--- src/design/twsl_pkg.sv ---
package twsl_pkg;

  // ----------------------------------------
  // register map (apb byte addresses)
  // ----------------------------------------
  localparam int unsigned AW = 8;
  localparam int unsigned DW = 32;
  localparam logic [7:0] OFS_OSA  = 8'h00;
  localparam logic [7:0] OFS_CTRL = 8'h04;
  localparam logic [7:0] OFS_STAT = 8'h08;
  localparam logic [7:0] OFS_DATA = 8'h0C;
  localparam logic [7:0] OFS_EVT  = 8'h10;
  localparam logic [7:0] OFS_MASK = 8'h14;
  localparam logic [7:0] OFS_LINK = 8'h18;

  // ----------------------------------------
  // interface_control field positions
  // ----------------------------------------
  localparam int unsigned CB_FLAG  = 7;
  localparam int unsigned CB_ACKEN = 6;
  localparam int unsigned CB_STA   = 5;
  localparam int unsigned CB_STO   = 4;
  localparam int unsigned CB_WCOL  = 3;
  localparam int unsigned CB_EN    = 2;
  localparam int unsigned CB_IE    = 0;

  // ----------------------------------------
  // event bits, reset values
  // ----------------------------------------
  localparam int unsigned EV_W    = 3;
  localparam int unsigned EV_FLAG = 0;
  localparam int unsigned EV_WAKE = 1;
  localparam int unsigned EV_WCOL = 2;
  localparam logic [7:0]      OSA_RST  = 8'h00;
  localparam logic [7:0]      DATA_RST = 8'hFF;
  localparam logic [EV_W-1:0] MASK_RST = 3'h0;

  // ----------------------------------------
  // status codes (prescaler bits read zero)
  // ----------------------------------------
  localparam logic [7:0] ST_NONE    = 8'hF8;
  localparam logic [7:0] ST_SR_OWN  = 8'h60;
  localparam logic [7:0] ST_SR_ARB  = 8'h68;
  localparam logic [7:0] ST_SR_GC   = 8'h70;
  localparam logic [7:0] ST_TX_OWN  = 8'hA8;
  localparam logic [7:0] ST_TX_ARB  = 8'hB0;
  localparam logic [7:0] ST_TX_ACK  = 8'hB8;
  localparam logic [7:0] ST_TX_NACK = 8'hC0;
  localparam logic [7:0] ST_TX_LAST = 8'hC8;

  localparam logic [3:0] BITS_PER_BYTE = 4'h8;

  typedef enum logic [2:0] {
    S_IDLE     = 3'h0,
    S_ADDR     = 3'h1,
    S_ADDR_ACK = 3'h3,
    S_HOLD     = 3'h2,
    S_TX_BIT   = 3'h6,
    S_TX_ACK   = 3'h7,
    S_IGNORE   = 3'h5
  } twsl_state_e;

endpackage

--- src/design/twsl_pin_sync.sv ---
`timescale 1ns/10ps
module twsl_pin_sync (
  input  wire logic pclk,
  input  wire logic presetn,
  input  wire logic scl_i,
  input  wire logic sda_i,
  output logic      scl_s,
  output logic      sda_s,
  output logic      scl_rise,
  output logic      scl_fall,
  output logic      start_det,
  output logic      stop_det
);
  import twsl_pkg::*;

  // ----------------------------------------
  // two-stage synchronisers, one per pin
  // ----------------------------------------
  logic [1:0] pin_in;
  logic [1:0] meta_reg;
  logic [1:0] sync_reg;
  logic [1:0] dly_reg;

  assign pin_in = {sda_i, scl_i};

  genvar gi;
  generate
    for (gi = 0; gi < 2; gi++)
    begin : g_pin
      // first stage feeds only the second one
      always_ff @(posedge pclk or negedge presetn)
      begin
        if (!presetn)
        begin
          meta_reg[gi] <= 1'b1;
          sync_reg[gi] <= 1'b1;
          dly_reg[gi]  <= 1'b1;
        end
        else
        begin
          meta_reg[gi] <= pin_in[gi];
          sync_reg[gi] <= meta_reg[gi];
          dly_reg[gi]  <= sync_reg[gi];
        end
      end
    end
  endgenerate

  // edges and bus conditions seen from the synced levels
  assign scl_s     = sync_reg[0];
  assign sda_s     = sync_reg[1];
  assign scl_rise  = sync_reg[0] & ~dly_reg[0];
  assign scl_fall  = ~sync_reg[0] & dly_reg[0];
  assign start_det = sync_reg[0] & dly_reg[0] & dly_reg[1] & ~sync_reg[1];
  assign stop_det  = sync_reg[0] & dly_reg[0] & ~dly_reg[1] & sync_reg[1];

endmodule

--- src/design/twsl_slave_tx.sv ---
// What this block does
// own address with read bit enters transmit mode; write bit only reports receive status, then ignores the bus
// upper seven bits of own_slave_address are the matched bus address
// address bit zero set enables answering general call 0x00
// software sets enable and ack enable, clears start and stop first
// after address and direction, set interrupt flag with valid status
// 0xA8: software loads byte; ack enable picks last or more bytes
// read-addressed after lost arbitration: acknowledge, report 0xB0
// byte sent and acknowledged reports 0xB8, waits for next byte
// ack enable cleared sends last byte; 0xC0 on nack, 0xC8 on ack
// after last byte ignore master clocks; master reads all ones
// ack enable zero: do not answer own address, keep watching bus
// in deep sleep, still match address and wake the part
// after wake-up on a read address hold SCL low until software clears the flag
// data register need not hold the bus byte after wake-up
// software compares status with prescaler bits zero
// software answers each state with stop zero and flag one
// in 0xC0/0xC8, start request and ack enable pick next behaviour; a start request here only sets spend_reg, read at OFS_LINK, until a stop
// bytes leave msb first; master acknowledge sampled on ninth clock
`timescale 1ns/10ps
module twsl_slave_tx (
  input  wire logic                    pclk,
  input  wire logic                    presetn,
  input  wire logic                    psel,
  input  wire logic                    penable,
  input  wire logic                    pwrite,
  input  wire logic [twsl_pkg::AW-1:0] paddr,
  input  wire logic [twsl_pkg::DW-1:0] pwdata,
  output logic      [twsl_pkg::DW-1:0] prdata,
  output logic                         pready,
  output logic                         pslverr,
  input  wire logic                    scl_i,
  output logic                         scl_o,
  output logic                         scl_oe,
  input  wire logic                    sda_i,
  output logic                         sda_o,
  output logic                         sda_oe,
  input  wire logic                    deep_sleep,
  input  wire logic                    arb_lost,
  output logic                         wake_req,
  output logic                         irq
);
  import twsl_pkg::*;

  logic scl_s, sda_s, scl_rise, scl_fall, start_det, stop_det;

  twsl_pin_sync twsl_pin_sync_inst (
    .pclk      (pclk),
    .presetn   (presetn),
    .scl_i     (scl_i),
    .sda_i     (sda_i),
    .scl_s     (scl_s),
    .sda_s     (sda_s),
    .scl_rise  (scl_rise),
    .scl_fall  (scl_fall),
    .start_det (start_det),
    .stop_det  (stop_det)
  );

  // ----------------------------------------
  // state
  // ----------------------------------------
  twsl_state_e     state_reg, state_next;
  logic [3:0]      cnt_reg, cnt_next;
  logic [7:0]      sh_reg, sh_next;
  logic            last_reg, last_next, ack_reg, ack_next;
  logic            rd_reg, rd_next, arb_reg, arb_next;
  logic            scl_oe_reg, scl_oe_next, sda_oe_reg, sda_oe_next;
  logic            wake_reg, wake_next;
  logic            flag_set, wake_set, data_cap;
  logic [7:0]      set_code;
  logic [7:0]      osa_reg, osa_next, data_reg, data_next;
  logic [7:0]      code_reg, code_next;
  logic            flag_reg, flag_next, acken_reg, acken_next;
  logic            sta_reg, sta_next, sto_reg, sto_next;
  logic            en_reg, en_next, ie_reg, ie_next, wcol_reg, wcol_next;
  logic            spend_reg, spend_next;
  logic [EV_W-1:0] evt_reg, evt_next, mask_reg, mask_next;
  logic            irq_reg, irq_next;
  logic [DW-1:0]   prdata_reg, prdata_next;
  logic            pready_reg, pready_next, pslverr_reg, pslverr_next;
  logic            own_hit, gc_hit, wr_en, rd_en, wcol_set;
  logic [7:0]      stat_rd;

  // address compare on the received byte
  assign own_hit = sh_reg[7:1] == osa_reg[7:1];
  assign gc_hit  = sh_reg[7:1] == 7'h00 && osa_reg[0] && !sh_reg[0];

  // ----------------------------------------
  // link state machine
  // ----------------------------------------
  always_comb
  begin
    state_next  = state_reg;
    cnt_next    = cnt_reg;
    sh_next     = sh_reg;
    last_next   = last_reg;
    ack_next    = ack_reg;
    rd_next     = rd_reg;
    arb_next    = arb_reg | arb_lost;
    scl_oe_next = scl_oe_reg;
    sda_oe_next = sda_oe_reg;
    wake_next   = wake_reg & deep_sleep;
    flag_set    = 1'b0;
    wake_set    = 1'b0;
    data_cap    = 1'b0;
    set_code    = code_reg;
    if (!en_reg)
    begin
      state_next  = S_IDLE;
      scl_oe_next = 1'b0;
      sda_oe_next = 1'b0;
    end
    else if (start_det)
    begin
      state_next  = S_ADDR;
      cnt_next    = 4'h0;
      scl_oe_next = 1'b0;
      sda_oe_next = 1'b0;
    end
    else if (stop_det)
    begin
      state_next  = S_IDLE;
      scl_oe_next = 1'b0;
      sda_oe_next = 1'b0;
    end
    else
    begin
      unique case (state_reg)
        S_IDLE, S_IGNORE:
        begin
          sda_oe_next = 1'b0;
        end
        S_ADDR:
        begin
          if (scl_rise)
          begin
            sh_next  = {sh_reg[6:0], sda_s};
            cnt_next = cnt_reg + 4'h1;
          end
          else if (scl_fall && cnt_reg == BITS_PER_BYTE)
          begin
            // ack enable low isolates the slave but keeps it watching
            if (acken_reg && (own_hit || gc_hit))
            begin
              state_next  = S_ADDR_ACK;
              sda_oe_next = 1'b1;
              rd_next     = sh_reg[0];
              if (deep_sleep)
                wake_set = 1'b1;
            end
            else
              state_next = S_IGNORE;
          end
        end
        S_ADDR_ACK:
        begin
          if (scl_fall)
          begin
            sda_oe_next = 1'b0;
            flag_set    = 1'b1;
            arb_next    = 1'b0;
            // the bus byte is not kept while the core clock sleeps
            data_cap    = !deep_sleep;
            if (rd_reg)
            begin
              set_code    = arb_reg ? ST_TX_ARB : ST_TX_OWN;
              state_next  = S_HOLD;
              scl_oe_next = 1'b1;
            end
            else
            begin
              // receive mode itself is not carried out here
              set_code   = gc_hit ? ST_SR_GC
                         : (arb_reg ? ST_SR_ARB : ST_SR_OWN);
              state_next = S_IGNORE;
            end
          end
        end
        S_HOLD:
        begin
          // clock stretched until software clears the flag
          scl_oe_next = 1'b1;
          if (!flag_reg)
          begin
            sh_next     = data_reg;
            last_next   = !acken_reg;
            sda_oe_next = !data_reg[7];
            cnt_next    = 4'h0;
            scl_oe_next = 1'b0;
            state_next  = S_TX_BIT;
          end
        end
        S_TX_BIT:
        begin
          if (scl_rise)
            cnt_next = cnt_reg + 4'h1;
          else if (scl_fall)
          begin
            if (cnt_reg == BITS_PER_BYTE)
            begin
              sda_oe_next = 1'b0;
              state_next  = S_TX_ACK;
            end
            else
            begin
              sh_next     = {sh_reg[6:0], 1'b0};
              sda_oe_next = !sh_reg[6];
            end
          end
        end
        S_TX_ACK:
        begin
          if (scl_rise)
            ack_next = !sda_s;
          else if (scl_fall)
          begin
            flag_set = 1'b1;
            if (!ack_reg)
            begin
              set_code   = ST_TX_NACK;
              state_next = S_IGNORE;
            end
            else if (last_reg)
            begin
              set_code   = ST_TX_LAST;
              state_next = S_IGNORE;
            end
            else
            begin
              set_code    = ST_TX_ACK;
              state_next  = S_HOLD;
              scl_oe_next = 1'b1;
            end
          end
        end
        default:
        begin
          state_next  = S_IDLE;
          sda_oe_next = 1'b0;
          scl_oe_next = 1'b0;
        end
      endcase
    end
    if (wake_set)
      wake_next = 1'b1;
  end

  // link state registers
  always_ff @(posedge pclk or negedge presetn)
  begin
    if (!presetn)
    begin
      state_reg  <= S_IDLE;
      cnt_reg    <= 4'h0;
      sh_reg     <= 8'h00;
      last_reg   <= 1'b0;
      ack_reg    <= 1'b0;
      rd_reg     <= 1'b0;
      arb_reg    <= 1'b0;
      scl_oe_reg <= 1'b0;
      sda_oe_reg <= 1'b0;
      wake_reg   <= 1'b0;
    end
    else
    begin
      state_reg  <= state_next;
      cnt_reg    <= cnt_next;
      sh_reg     <= sh_next;
      last_reg   <= last_next;
      ack_reg    <= ack_next;
      rd_reg     <= rd_next;
      arb_reg    <= arb_next;
      scl_oe_reg <= scl_oe_next;
      sda_oe_reg <= sda_oe_next;
      wake_reg   <= wake_next;
    end
  end

  // ----------------------------------------
  // apb registers, one wait state per access
  // ----------------------------------------
  assign wr_en    = psel & penable & pready_reg & pwrite;
  assign rd_en    = psel & penable & pready_reg & !pwrite;
  assign wcol_set = wr_en && paddr == OFS_DATA && !flag_reg;
  // status reads the idle code whenever the flag is low
  assign stat_rd  = flag_reg ? {code_reg[7:3], 3'h0} : ST_NONE;

  always_comb
  begin
    osa_next     = osa_reg;
    data_next    = data_reg;
    code_next    = flag_set ? set_code : code_reg;
    flag_next    = flag_reg;
    acken_next   = acken_reg;
    sta_next     = sta_reg;
    sto_next     = sto_reg;
    en_next      = en_reg;
    ie_next      = ie_reg;
    wcol_next    = wcol_reg | wcol_set;
    spend_next   = spend_reg & !stop_det;
    mask_next    = mask_reg;
    evt_next     = evt_reg;
    prdata_next  = prdata_reg;
    pready_next  = psel & penable & !pready_reg;
    pslverr_next = 1'b0;
    if (wr_en)
    begin
      unique case (paddr)
        OFS_OSA:  osa_next = pwdata[7:0];
        OFS_CTRL:
        begin
          acken_next = pwdata[CB_ACKEN];
          sta_next   = pwdata[CB_STA];
          sto_next   = pwdata[CB_STO];
          en_next    = pwdata[CB_EN];
          ie_next    = pwdata[CB_IE];
          if (pwdata[CB_FLAG])
          begin
            flag_next = 1'b0;
            if (pwdata[CB_STA] && (code_reg == ST_TX_NACK
                || code_reg == ST_TX_LAST))
              spend_next = 1'b1;
          end
        end
        OFS_DATA:
        begin
          if (flag_reg)
          begin
            data_next = pwdata[7:0];
            wcol_next = 1'b0;
          end
        end
        OFS_MASK: mask_next = pwdata[EV_W-1:0];
        default:  ;
      endcase
    end
    if (rd_en && paddr == OFS_EVT)
      evt_next = '0;
    // a hardware set in the same cycle wins over any clear
    if (flag_set)
      flag_next = 1'b1;
    if (data_cap)
      data_next = sh_reg;
    evt_next[EV_FLAG] = evt_next[EV_FLAG] | flag_set;
    evt_next[EV_WAKE] = evt_next[EV_WAKE] | wake_set;
    evt_next[EV_WCOL] = evt_next[EV_WCOL] | wcol_set;
    irq_next = |(evt_next & mask_next);
    if (psel && penable && !pready_reg)
    begin
      prdata_next = '0;
      unique case (paddr)
        OFS_OSA:  prdata_next[7:0] = osa_reg;
        OFS_CTRL: prdata_next[7:0] = {flag_reg, acken_reg, sta_reg,
                                      sto_reg, wcol_reg, en_reg,
                                      1'b0, ie_reg};
        OFS_STAT: prdata_next[7:0] = stat_rd;
        OFS_DATA: prdata_next[7:0] = data_reg;
        OFS_EVT:  prdata_next[EV_W-1:0] = evt_reg;
        OFS_MASK: prdata_next[EV_W-1:0] = mask_reg;
        OFS_LINK: prdata_next[2:0] = {deep_sleep, wake_reg, spend_reg};
        default:  pslverr_next = 1'b1;
      endcase
    end
  end

  // register file and bus answer
  always_ff @(posedge pclk or negedge presetn)
  begin
    if (!presetn)
    begin
      osa_reg     <= OSA_RST;
      data_reg    <= DATA_RST;
      code_reg    <= ST_NONE;
      flag_reg    <= 1'b0;
      acken_reg   <= 1'b0;
      sta_reg     <= 1'b0;
      sto_reg     <= 1'b0;
      en_reg      <= 1'b0;
      ie_reg      <= 1'b0;
      wcol_reg    <= 1'b0;
      spend_reg   <= 1'b0;
      evt_reg     <= '0;
      mask_reg    <= MASK_RST;
      irq_reg     <= 1'b0;
      prdata_reg  <= '0;
      pready_reg  <= 1'b0;
      pslverr_reg <= 1'b0;
    end
    else
    begin
      osa_reg     <= osa_next;
      data_reg    <= data_next;
      code_reg    <= code_next;
      flag_reg    <= flag_next;
      acken_reg   <= acken_next;
      sta_reg     <= sta_next;
      sto_reg     <= sto_next;
      en_reg      <= en_next;
      ie_reg      <= ie_next;
      wcol_reg    <= wcol_next;
      spend_reg   <= spend_next;
      evt_reg     <= evt_next;
      mask_reg    <= mask_next;
      irq_reg     <= irq_next;
      prdata_reg  <= prdata_next;
      pready_reg  <= pready_next;
      pslverr_reg <= pslverr_next;
    end
  end

  // open-drain pins only ever pull low
  assign scl_o    = 1'b0;
  assign sda_o    = 1'b0;
  assign scl_oe   = scl_oe_reg;
  assign sda_oe   = sda_oe_reg;
  assign wake_req = wake_reg;
  assign irq      = irq_reg;
  assign prdata   = prdata_reg;
  assign pready   = pready_reg;
  assign pslverr  = pslverr_reg;

  // ----------------------------------------
  // assertions
  // ----------------------------------------
  a_read_enters_hold: assert property (@(posedge pclk) disable iff (!presetn)
    state_reg == S_ADDR_ACK && scl_fall && rd_reg && en_reg && !start_det
    && !stop_det |=> state_reg == S_HOLD && scl_oe_reg)
    else $error("read address did not enter hold");
  a_own_addr_ack: assert property (@(posedge pclk) disable iff (!presetn)
    state_reg == S_ADDR && scl_fall && cnt_reg == 4'h8 && own_hit
    && acken_reg && en_reg && !start_det && !stop_det
    |=> state_reg == S_ADDR_ACK ##0 sda_oe_reg)
    else $error("own address not acknowledged");
  a_gc_ignored: assert property (@(posedge pclk) disable iff (!presetn)
    state_reg == S_ADDR && scl_fall && sh_reg[7:1] == 7'h00
    && !osa_reg[0] && osa_reg[7:1] != 7'h00
    |=> state_reg != S_ADDR_ACK)
    else $error("general call answered while disabled");
  a_flag_code: assert property (@(posedge pclk) disable iff (!presetn)
    $rose(flag_reg) |-> stat_rd != ST_NONE && evt_reg[EV_FLAG])
    else $error("flag set without status code");
  a_last_choice: assert property (@(posedge pclk) disable iff (!presetn)
    state_reg == S_HOLD && !flag_reg && en_reg && !start_det && !stop_det
    |=> state_reg == S_TX_BIT && last_reg == !$past(acken_reg))
    else $error("last byte choice wrong");
  a_arb_code: assert property (@(posedge pclk) disable iff (!presetn)
    state_reg == S_ADDR_ACK && scl_fall && rd_reg && arb_reg && en_reg
    && !start_det && !stop_det |=> code_reg == ST_TX_ARB)
    else $error("lost arbitration code missing");
  a_ack_more: assert property (@(posedge pclk) disable iff (!presetn)
    state_reg == S_TX_ACK && scl_fall && ack_reg && !last_reg && en_reg
    && !start_det && !stop_det |=> code_reg == ST_TX_ACK && flag_reg
    ##1 scl_oe_reg)
    else $error("acknowledged byte not reported");
  a_last_codes: assert property (@(posedge pclk) disable iff (!presetn)
    state_reg == S_TX_ACK && scl_fall && (last_reg || !ack_reg) && en_reg
    && !start_det && !stop_det |=> state_reg == S_IGNORE
    && code_reg == (ack_reg ? ST_TX_LAST : ST_TX_NACK))
    else $error("last byte end code wrong");
  a_ignore_released: assert property (@(posedge pclk) disable iff (!presetn)
    state_reg == S_IGNORE |=> !sda_oe_reg)
    else $error("sda driven while not addressed");
  a_stretch_flag: assert property (@(posedge pclk) disable iff (!presetn)
    state_reg == S_HOLD && flag_reg |-> scl_oe_reg)
    else $error("scl released before flag cleared");

endmodule

--- config.mk ---
export PLATFORM = sky130hd
export DESIGN_NAME = twsl_slave_tx
export DESIGN_NICKNAME = d
export VERILOG_FILES = /design/src/design/twsl_pkg.sv /design/src/design/twsl_pin_sync.sv /design/src/design/twsl_slave_tx.sv
export SDC_FILE = /design/constraint.sdc
export NUM_CORES = 1
export LEC_CHECK = 0
export BUFFER_PORTS_ARGS = -buffer_cell sky130_fd_sc_hd__buf_2
export CORE_ASPECT_RATIO = 0.8
export CORE_MARGIN = 10
export CORE_UTILIZATION = 45
export CTS_BUF_LIST = sky130_fd_sc_hd__clkbuf_16
export DETAILED_ROUTE_END_ITERATION = 8
export GPL_ROUTABILITY_DRIVEN = 0
export GPL_TIMING_DRIVEN = 0
export PLACE_DENSITY = 0.73
export SLEW_MARGIN = 30
export SYNTH_ARGS = -nofsm -noshare
export SYNTH_HDL_FRONTEND = slang
export SYNTH_SLANG_ARGS = --single-unit
--- constraint.sdc ---
create_clock -name pclk -period 2.3 [get_ports pclk]
set_input_delay 0.23 -clock pclk [delete_from_list [all_inputs] [get_ports pclk]]
set_output_delay 0.23 -clock pclk [all_outputs]
set_load 0.01 [all_outputs]
==> reports/results.tsv, run 1 <==
stage	metric	value	unit
timing	fin_crit_sh	0.931	
min_path	worstHoldStart	arb_lost	
timing	clock.fmax	467	MHz
pwr	p_leak	2.27	nW
worst_setup_path	critPathKind	flop to flop	
timing	post-route-min-period	2140	ps
min_path	holdPathStages	2	
floorplanning	boundaryPins	89	
floorplanning	die_y	106	um
logic_synthesis	yosys.area.top_type	dfrtp_1	
worst_setup_path	slowest_stage	dfstp_2	
drt	drt_iter0_drc	357	
worst_setup_path	critPathArrivalTime	2400	ps
logic_synthesis	synth_edf_count	0	
timing	maxSlewHeadroom	0.494	
logic_synthesis	synth_top_area_frac	0.335	
global_routing	grt_overflow	0	
worst_setup_path	startpoint	twsl_pin_sync_inst.dly_reg[0]	
pwr	p_per_area	609	nW/um2
logic_synthesis	netlist_top_cells_area	dfrtp_1 33%, dfstp_2 12%, buf_4 4.7%, mux2i_1 4.6%, nand2_1 4.3%	
finish	final_cell_area	4920	um2
logic_synthesis	synth-seq-area-share	0.456	
logic_synthesis	synth-main-ff-cell	dfrtp_1	
logic_synthesis	synthCells	426	
place	port_buffers	37	
timing	worst_pin_slew	751	ps
clocking	cts_sinks	74	
worst_setup_path	crit-reg2reg-launch	twsl_pin_sync_inst.dly_reg[0]	
worst_setup_path	cp-start-kind	flop	
clocking	cts_buffer_depth	2	
worst_setup_path	crit_top_cell	buf_2	
logic_synthesis	yosys.cell_types.count	64	
global_routing	grt_max_degree	48	
logic_synthesis	yosys-top-cells-count	55 x dfrtp_1, 47 x nand2_1, 30 x o21ai_0	
clocking	clk_pin_slew	60	ps
drt	firstDrtPassIters	6	
floorplanning	fp.dieW	127	um
place	place_ws	131	ps
finish	drive_gt1_frac	0.267	
timing	hold_viol	0	
drt	drc_errors	0	
floorplanning	die_area	13400	um2
drt	wirelength	10900	um
timing	fin_skew	7.75	ps
worst_setup_path	critPathMaxFanout	10	
clocking	cts_tree	done	
floorplanning	rows	31	
timing	slew_violations	0	
timing	setup_viol	0	
pwr	vdd_drop_max	505	uV
clocking	htreeDepth	3	
global_routing	grtUsageTotal	0.165	
worst_setup_path	endpoint_kind	flop	
outcome	status	complete, no violations	
finish	area_delta_synth_final	19.6	%
place	place_inst	604	
worst_setup_path	cp.required	2560	ps
job	cap_viol_max_count	0	
global_routing	antenna_found_initial	1	
floorplanning	start_util	0.457	
place	placed_cell_area	4570	um2
drt	avgRoutedWirePerCell	17.5	um
drt	routed_via_density	5.65	
clocking	root_buffer	clkbuf_16	
logic_synthesis	postSynthAreaPerCell	9.66	um2
global_routing	grt_pass1_vias	3481	
worst_setup_path	path_cells	nor2b_1 > buf_2 > nand4_1 > nor3_4 > buf_4 > buf_2 > nand2_1 > o21ai_0	
place	dp_hpwl	8170	um
worst_setup_path	slowest_delay	580	ps
finish	fin_nets	555	
timing	hold_slack	133	ps
worst_setup_path	r2r_cells	8	
drt	vias	3525	
logic_synthesis	yosys_warnings	0	
finish	final_cells	624	
clocking	worstSkewPairLatency	330	ps
logic_synthesis	synthesis.area	4110	um2
clocking	cts_buffers	9	
min_path	hold_class	primary input to flop	
logic_synthesis	synth_most_common_cell	dfrtp_1	
floorplanning	coreArea	9000	um2
logic_synthesis	synth-seq-cells	74	
drt	ant_nets	0	
timing	final.setup.worst_slack	159	ps
finish	antennaDiodeCount	0	
global_routing	grt_pass1_wl	18200	um
logic_synthesis	synthArstFlopShare	1.00	
-- cell families after synthesis --
kind of cell | synth area share
AOI/OAI and AO/OA | 0.157
xor gates and xnor gates | 0.0170
adders and majority gates | 0.00608
buffers and inverters | 0.0830
DFF | 0.456
muxes | 0.0873
other | 0.000912
and+or+nand+nor | 0.193
-- per-stage QoR --
stage | TNS [ps] | power [mW] | util
2_1_floorplan | 0 | 1.45 | -
3_3_place_gp | 0 | 1.53 | 0.504
3_5_place_dp | 0 | 1.54 | 0.508
4_1_cts | 0 | 3.01 | 0.545
5_1_grt | -15.2 | 3.10 | 0.547
6_report | 0 | 3.00 | 0.547
-- final cells by class --
type | instances | area (um2)
clock buffers | 9 | 225
fillers | 807 | 4080
inverters | 17 | 63.8
well taps | 115 | 144
clock inverters | 7 | 83.8
flip-flops and latches | 74 | 1880
plain buffers | 43 | 278
multi-input cells | 317 | 2000
repair buffers | 42 | 253
-- cells in the final DEF (no fill, tap or decap), drive strengths merged, types with 4 or more instances in the layout --
master,instances
buf,75
dfrtp,55
nand2,49
o21ai,30
nor2,30
conb,26
mux2i,19
dfstp,19
inv,17
clkbuf,16
mux2,15
a21oi,13
nand3,13
nor3,11
a221oi,9
nor2b,8
nand4,8
xnor2,8
a22oi,7
o22ai,6
a31oi,5
a21o,5
and3,5
nand2b,5
nor4,4
clkinv,4
-- where the power goes --
part / leakage (nW) / total [mW] / switching, mW / internal [mW]
clock: 0.148 / 1.47 / 0.533 / 0.936
sequential: 0.944 / 1.34 / 0.0128 / 1.32
combinational: 1.18 / 0.190 / 0.112 / 0.0777
total: 2.27 / 3.00 / 0.658 / 2.34
-- what timing repair did --
item	CTS	global route
endpoints found under the setup margin	0	8
hold buffers	3	0
resized for setup	0	1
hold endpoints to repair	19	0
setup buffers	0	1
-- routing by layer --
metal  up-vias  track usage  wire (um)
li1       1635            -          -
met1      1711        0.226       5010
met2       158        0.239       4810
met3        19       0.0561        963
met4         2       0.0536        117
met5         -            0         13
-- critical path: cells and delay by family, from the launching register on --
family                 cells  cell delay (ps)
AOI/OAI and AO/OA          1               90
and+or+nand+nor            4              810
buffers and inverters      3              590
DFF                        1              580
-- final timing paths --
check	endpoint	slack, ps
max reg2reg	data_reg[2]	160
min reg2reg	twsl_pin_sync_inst.scl_s	350
min in group asynchronous	sh_reg[4]	370
max	data_reg[2]	160
max in group asynchronous	data_reg[2]	1320
min	arb_reg	130
(Power assumes the default switching activity.)
==> run 2, diff against run 1 <==
--- a/config.mk
+++ b/config.mk
@@ -9,10 +9,10 @@
 export CORE_ASPECT_RATIO = 0.8
 export CORE_MARGIN = 10
-export CORE_UTILIZATION = 45
+export CORE_UTILIZATION = 55
 export CTS_BUF_LIST = sky130_fd_sc_hd__clkbuf_16
 export DETAILED_ROUTE_END_ITERATION = 8
 export GPL_ROUTABILITY_DRIVEN = 0
 export GPL_TIMING_DRIVEN = 0
-export PLACE_DENSITY = 0.73
+export PLACE_DENSITY = 0.86
 export SLEW_MARGIN = 30
 export SYNTH_ARGS = -nofsm -noshare
==> constraint.sdc (replaced) <==
create_clock -name pclk -period 2.3 [get_ports pclk]
set_input_delay 0.23 -clock pclk [delete_from_list [all_inputs] [get_ports pclk]]
set_output_delay 0.23 -clock pclk [all_outputs]
set_load 0.05 [all_outputs]
==> run 2 against run 1 <==
Effect of this change:
- via count rose by 2.3%
- core utilization rose by 12 points
- global-route usage rose by 2.7 points
- clock power barely moved
- combinational power rose by 51%
- sequential share of layout area rose by 0.12 points
- fmax rose by 0.16%
==> reports/results.tsv, run 2 (synthesized netlist as in run 1, its figures left out) <==
stage	metric	value	unit
pwr	p_leak	2.29	nW
worst_setup_path	critPathMaxFanout	10	
finish	antennaDiodeCount	0	
timing	setup_viol	0	
timing	fin_crit_sh	0.929	
clocking	htreeDepth	3	
drt	firstDrtPassIters	6	
timing	fin_setup_tns	0	ps
worst_setup_path	critPathArrivalTime	2390	ps
job	cap_viol_max_count	0	
finish	final_core_util	0.670	
worst_setup_path	cp.required	2550	ps
drt	drc_errors	0	
worst_setup_path	endpoint_kind	flop	
global_routing	grt_max_degree	41	
floorplanning	start_util	0.562	
finish	final_cells	602	
timing	rsz0062_at_grt	false	
place	port_buffers	37	
pwr	vdd_drop_max	554	uV
worst_setup_path	cp-start-kind	flop	
finish	area_delta_synth_final	19.2	%
min_path	hold_class	primary input to flop	
floorplanning	boundaryPins	89	
timing	final.setup.worst_slack	162	ps
clocking	cts_buffers	9	
timing	post-route-min-period	2140	ps
global_routing	grtUsageTotal	0.192	
place	place_inst	579	
floorplanning	die_y	97.4	um
pwr	p_per_area	630	nW/um2
timing	fin_skew	5.96	ps
drt	wirelength	10900	um
pwr	p_seq_frac	0.433	
clocking	cts_tree	done	
drt	avgRoutedWirePerCell	18.2	um
worst_setup_path	critPathKind	flop to flop	
place	place_ws	65.5	ps
pwr	pwr-share-comb	0.092	
drt	vias	3607	
finish	drive_gt1_frac	0.273	
clocking	clk_pin_slew	60	ps
pwr	p_int	2.34	mW
drt	ant_nets	0	
global_routing	grt_pass1_vias	3410	
floorplanning	coreArea	7320	um2
drt	routed_via_density	5.99	
outcome	status	complete, no violations	
timing	worst_pin_slew	728	ps
clocking	worstSkewPairLatency	340	ps
pwr	clkPwrFrac	0.475	
pwr	power	3.09	mW
timing	hold_viol	0	
worst_setup_path	regToRegSetupSlack	160	ps
finish	most-common-layout-cells	55 x dfrtp_1, 47 x nand2_1, 44 x buf_2	
floorplanning	fp.dieW	117	um
global_routing	antenna_found_initial	0	
finish	layout_commonest_cell	dfrtp_1	
drt	drt_iter0_drc	328	
global_routing	grt_pass1_wl	17600	um
clocking	cts_sinks	74	
timing	slew_violations	0	
finish	fin_nets	558	
timing	maxSlewHeadroom	0.509	
timing	clock.fmax	468	MHz
clocking	cts_buffer_depth	2	
global_routing	grt_overflow	0	
pwr	swShare	0.243	
clocking	root_buffer	clkbuf_16	
place	dp_hpwl	7960	um
pwr	p_sw	0.751	mW
floorplanning	die_area	11400	um2
floorplanning	rows	28	
[run 2: changes by cell type in the layout (fill, tap and decap cells not counted)]
cell      before  now
buf_12         0    1
buf_16         1    0
buf_4         28   31
clkinv_1       3    1
clkinv_2       1    2
inv_1         17   18
[run 2: cell type report]
class / count / area, um2
timing repair buffer: 45 / 268
sequential: 74 / 1880
multi-input combinational: 317 / 2000
buffer: 43 / 278
tap: 90 / 113
fill: 559 / 2420
clock inverter: 7 / 85.1
clock buffer: 9 / 225
inverter: 17 / 63.8
[run 2: power by group through the flow]
stage / clock, mW / combinational (mW) / sequential (mW)
floorplan: 0 / 0.168 / 1.38
global placement: 0 / 0.269 / 1.36
detailed placement: 0 / 0.277 / 1.36
CTS: 1.48 / 0.282 / 1.34
global route: 1.53 / 0.305 / 1.34
finish: 1.47 / 0.286 / 1.34
[run 2: per-stage QoR]
stage | hold slack (ps) | cell area, um2
after detailed placement | 243 | 4530
after global placement | 337 | 4510
after floorplan | -65.6 | 4210
final | 145 | 4900
after global routing | 148 | 4900
after CTS | 135 | 4870
[run 2: path summary, 6_finish.rpt]
kind                            cells past startpoint                       end                            from
worst max register to register                      7               data_reg[4]   twsl_pin_sync_inst.dly_reg[0]
worst min-delay path                                2                   arb_reg                        arb_lost
worst max-delay path                                7               data_reg[4]   twsl_pin_sync_inst.dly_reg[0]
max in group asynchronous                           3               code_reg[7]                         presetn
worst min register to register                      0  twsl_pin_sync_inst.scl_s  twsl_pin_sync_inst.meta_reg[0]
min in group asynchronous                           2                   pslverr                         presetn
[run 2: critical path: stages (launching register included)]
cell and delay (ps):
dfstp_2 580, nor2b_1 160, buf_2 210, nand4_1 240
nor3_4 400, buf_2 290, nand2_1 80, o21ai_0 90
[run 2: routing by layer]
layer	wire (um)	global-route usage
met5	0	0
met4	164	0.0427
met3	1290	0.0586
met2	4980	0.286
met1	4490	0.267
[run 2: timing repair]
item / in CTS / in global routing
gates resized for setup: 0 / 1
buffers inserted: 0 / 4
setup endpoints to repair: 0 / 10
endpoints found under the hold margin: 37 / 0
hold buffers: 3 / 0
==> run 3, diff against run 2 <==
BUFFER_PORTS_ARGS = -buffer_cell sky130_fd_sc_hd__clkbuf_2   (was -buffer_cell sky130_fd_sc_hd__buf_2)
==> run 3 against run 2 <==
Effect of this change:
- sequential share of layout area is 0.26 points higher
- clock skew up 2.4 ps
- design area is 0.66% lower
- largest cell class unchanged
- first-iteration DRC count increased by 20%
==> reports/results.tsv, run 3 (synthesized netlist as in run 1, its figures left out) <==
stage	metric	value	unit
pwr	p_int	2.23	mW
floorplanning	boundaryPins	89	
clocking	root_buffer	clkbuf_16	
drt	ant_nets	0	
timing	setup_viol	0	
timing	slew_violations	0	
drt	vias	3589	
worst_setup_path	startpoint	twsl_pin_sync_inst.dly_reg[0]	
floorplanning	die_y	97.4	um
timing	worst_pin_slew	740	ps
finish	layout_commonest_cell	dfrtp_1	
timing	rsz0062_at_grt	false	
pwr	p_leak	2.26	nW
clocking	clk_pin_slew	60	ps
drt	drc_errors	0	
worst_setup_path	cp.required	2560	ps
global_routing	grt_max_degree	49	
global_routing	grt_overflow	0	
global_routing	antenna_found_initial	0	
drt	routed_via_density	5.98	
worst_setup_path	critPathMaxFanout	10	
timing	fin_setup_tns	0	ps
pwr	p_sw	0.765	mW
finish	most-common-layout-cells	55 x dfrtp_1, 47 x nand2_1, 37 x clkbuf_2	
finish	antennaDiodeCount	0	
timing	maxSlewHeadroom	0.501	
clocking	cts_buffers	9	
clocking	worstSkewPairLatency	340	ps
place	port_buffers	37	
clocking	cts_sinks	74	
job	cap_viol_max_count	0	
drt	drt_iter0_drc	392	
global_routing	grt_pass1_wl	18000	um
floorplanning	fp.dieW	117	um
worst_setup_path	critPathKind	flop to flop	
clocking	htreeDepth	3	
timing	post-route-min-period	2100	ps
worst_setup_path	critPathArrivalTime	2360	ps
timing	clock.fmax	476	MHz
clocking	cts_buffer_depth	2	
timing	fin_skew	8.35	ps
pwr	p_seq_frac	0.447	
pwr	pwr-share-comb	0.096	
drt	firstDrtPassIters	5	
outcome	status	complete, no violations	
global_routing	grtUsageTotal	0.198	
pwr	vdd_drop_max	553	uV
floorplanning	start_util	0.562	
finish	drive_gt1_frac	0.267	
pwr	p_per_area	614	nW/um2
timing	hold_viol	0	
global_routing	grt_pass1_vias	3600	
floorplanning	rows	28	
floorplanning	coreArea	7320	um2
finish	area_delta_synth_final	18.4	%
finish	fin_nets	556	
clocking	cts_tree	done	
finish	final_cell_area	4870	um2
floorplanning	die_area	11400	um2
drt	avgRoutedWirePerCell	18.4	um
place	placed_cell_area	4540	um2
place	dp_hpwl	8080	um
worst_setup_path	endpoint_kind	flop	
min_path	hold_class	primary input to flop	
worst_setup_path	crit-reg2reg-launch	twsl_pin_sync_inst.dly_reg[0]	
min_path	worstHoldStart	pwdata[3]	
timing	fin_crit_sh	0.914	
pwr	clkPwrFrac	0.457	
worst_setup_path	cp-start-kind	flop	
drt	wirelength	11000	um
pwr	swShare	0.256	
## run 3: cell count changes in the layout (fill, tap and decap cells not counted), moves of 2 or more
cell / delta
clkinv_2: -2
buf_4: -3
buf_2: -36
clkbuf_2: +36
clkinv_1: +3
## run 3: critical path, cell delays in order (launching register included)
cell     delay, ps
dfstp_2        590
nor2b_1        140
buf_2          200
nand4_1        240
nor3_4         240
buf_4          190
buf_2          230
nand2_1         90
o21ai_0         90
## run 3: power groups by stage
stage / Sequential, mW / Clock (mW) / Combinational, mW
after floorplan: 1.38 / 0 / 0.168
after global placement: 1.36 / 0 / 0.268
after detailed placement: 1.36 / 0 / 0.278
after CTS: 1.34 / 1.37 / 0.283
after global routing: 1.34 / 1.43 / 0.306
final: 1.34 / 1.37 / 0.287
## run 3: layout make-up
type | instances | area [um2]
Multi-Input combinational cell | 317 | 2000
Sequential cell | 74 | 1880
Clock buffer | 9 | 225
Inverter | 17 | 63.8
Timing Repair Buffer | 43 | 260
Buffer | 43 | 278
Clock inverter | 7 | 60.1
Tap cell | 90 | 113
Fill cell | 562 | 2450
## run 3: final timing paths
| path | to | slack (ps) | cells past startpoint |
|---|---|---|---|
| max in group asynchronous | twsl_pin_sync_inst.dly_reg[0] | 1270 | 3 |
| worst max register to register | data_reg[1] | 200 | 8 |
| worst max-delay path | data_reg[1] | 200 | 8 |
| worst min register to register | twsl_pin_sync_inst.sda_s | 350 | 0 |
| min in group asynchronous | pslverr | 400 | 2 |
| worst min-delay path | osa_reg[3] | 140 | 2 |
## run 3: through the flow
stage	power, mW	std cells	setup slack [ps]	util	hold WS (ps)
after floorplan	1.55	451	375	-	-65.6
after global placement	1.63	578	148	0.615	320
after detailed placement	1.64	579	29.7	0.619	206
after CTS	2.99	598	82.9	0.663	137
after global routing	3.08	600	45.3	0.665	145
final	2.99	600	197	0.665	139
## run 3: per-layer routing
| layer | wire [um] | vias to the layer above | global-route usage |
|---|---|---|---|
| met3 | 1470 | 21 | 0.0691 |
| met1 | 4370 | 1697 | 0.258 |
| met5 | 0 | - | 0 |
| met4 | 161 | 0 | 0.0693 |
| li1 | - | 1639 | - |
| met2 | 5040 | 232 | 0.296 |
## run 3: timing repair
| item | 4_1_cts | 5_1_grt |
|---|---|---|
| hold buffers | 3 | 0 |
| endpoints found under the hold margin | 25 | 0 |
| buffers inserted | 0 | 2 |
| setup endpoints to repair | 1 | 8 |
| gates resized for setup | 1 | 0 |
| pin swaps | 0 | 2 |
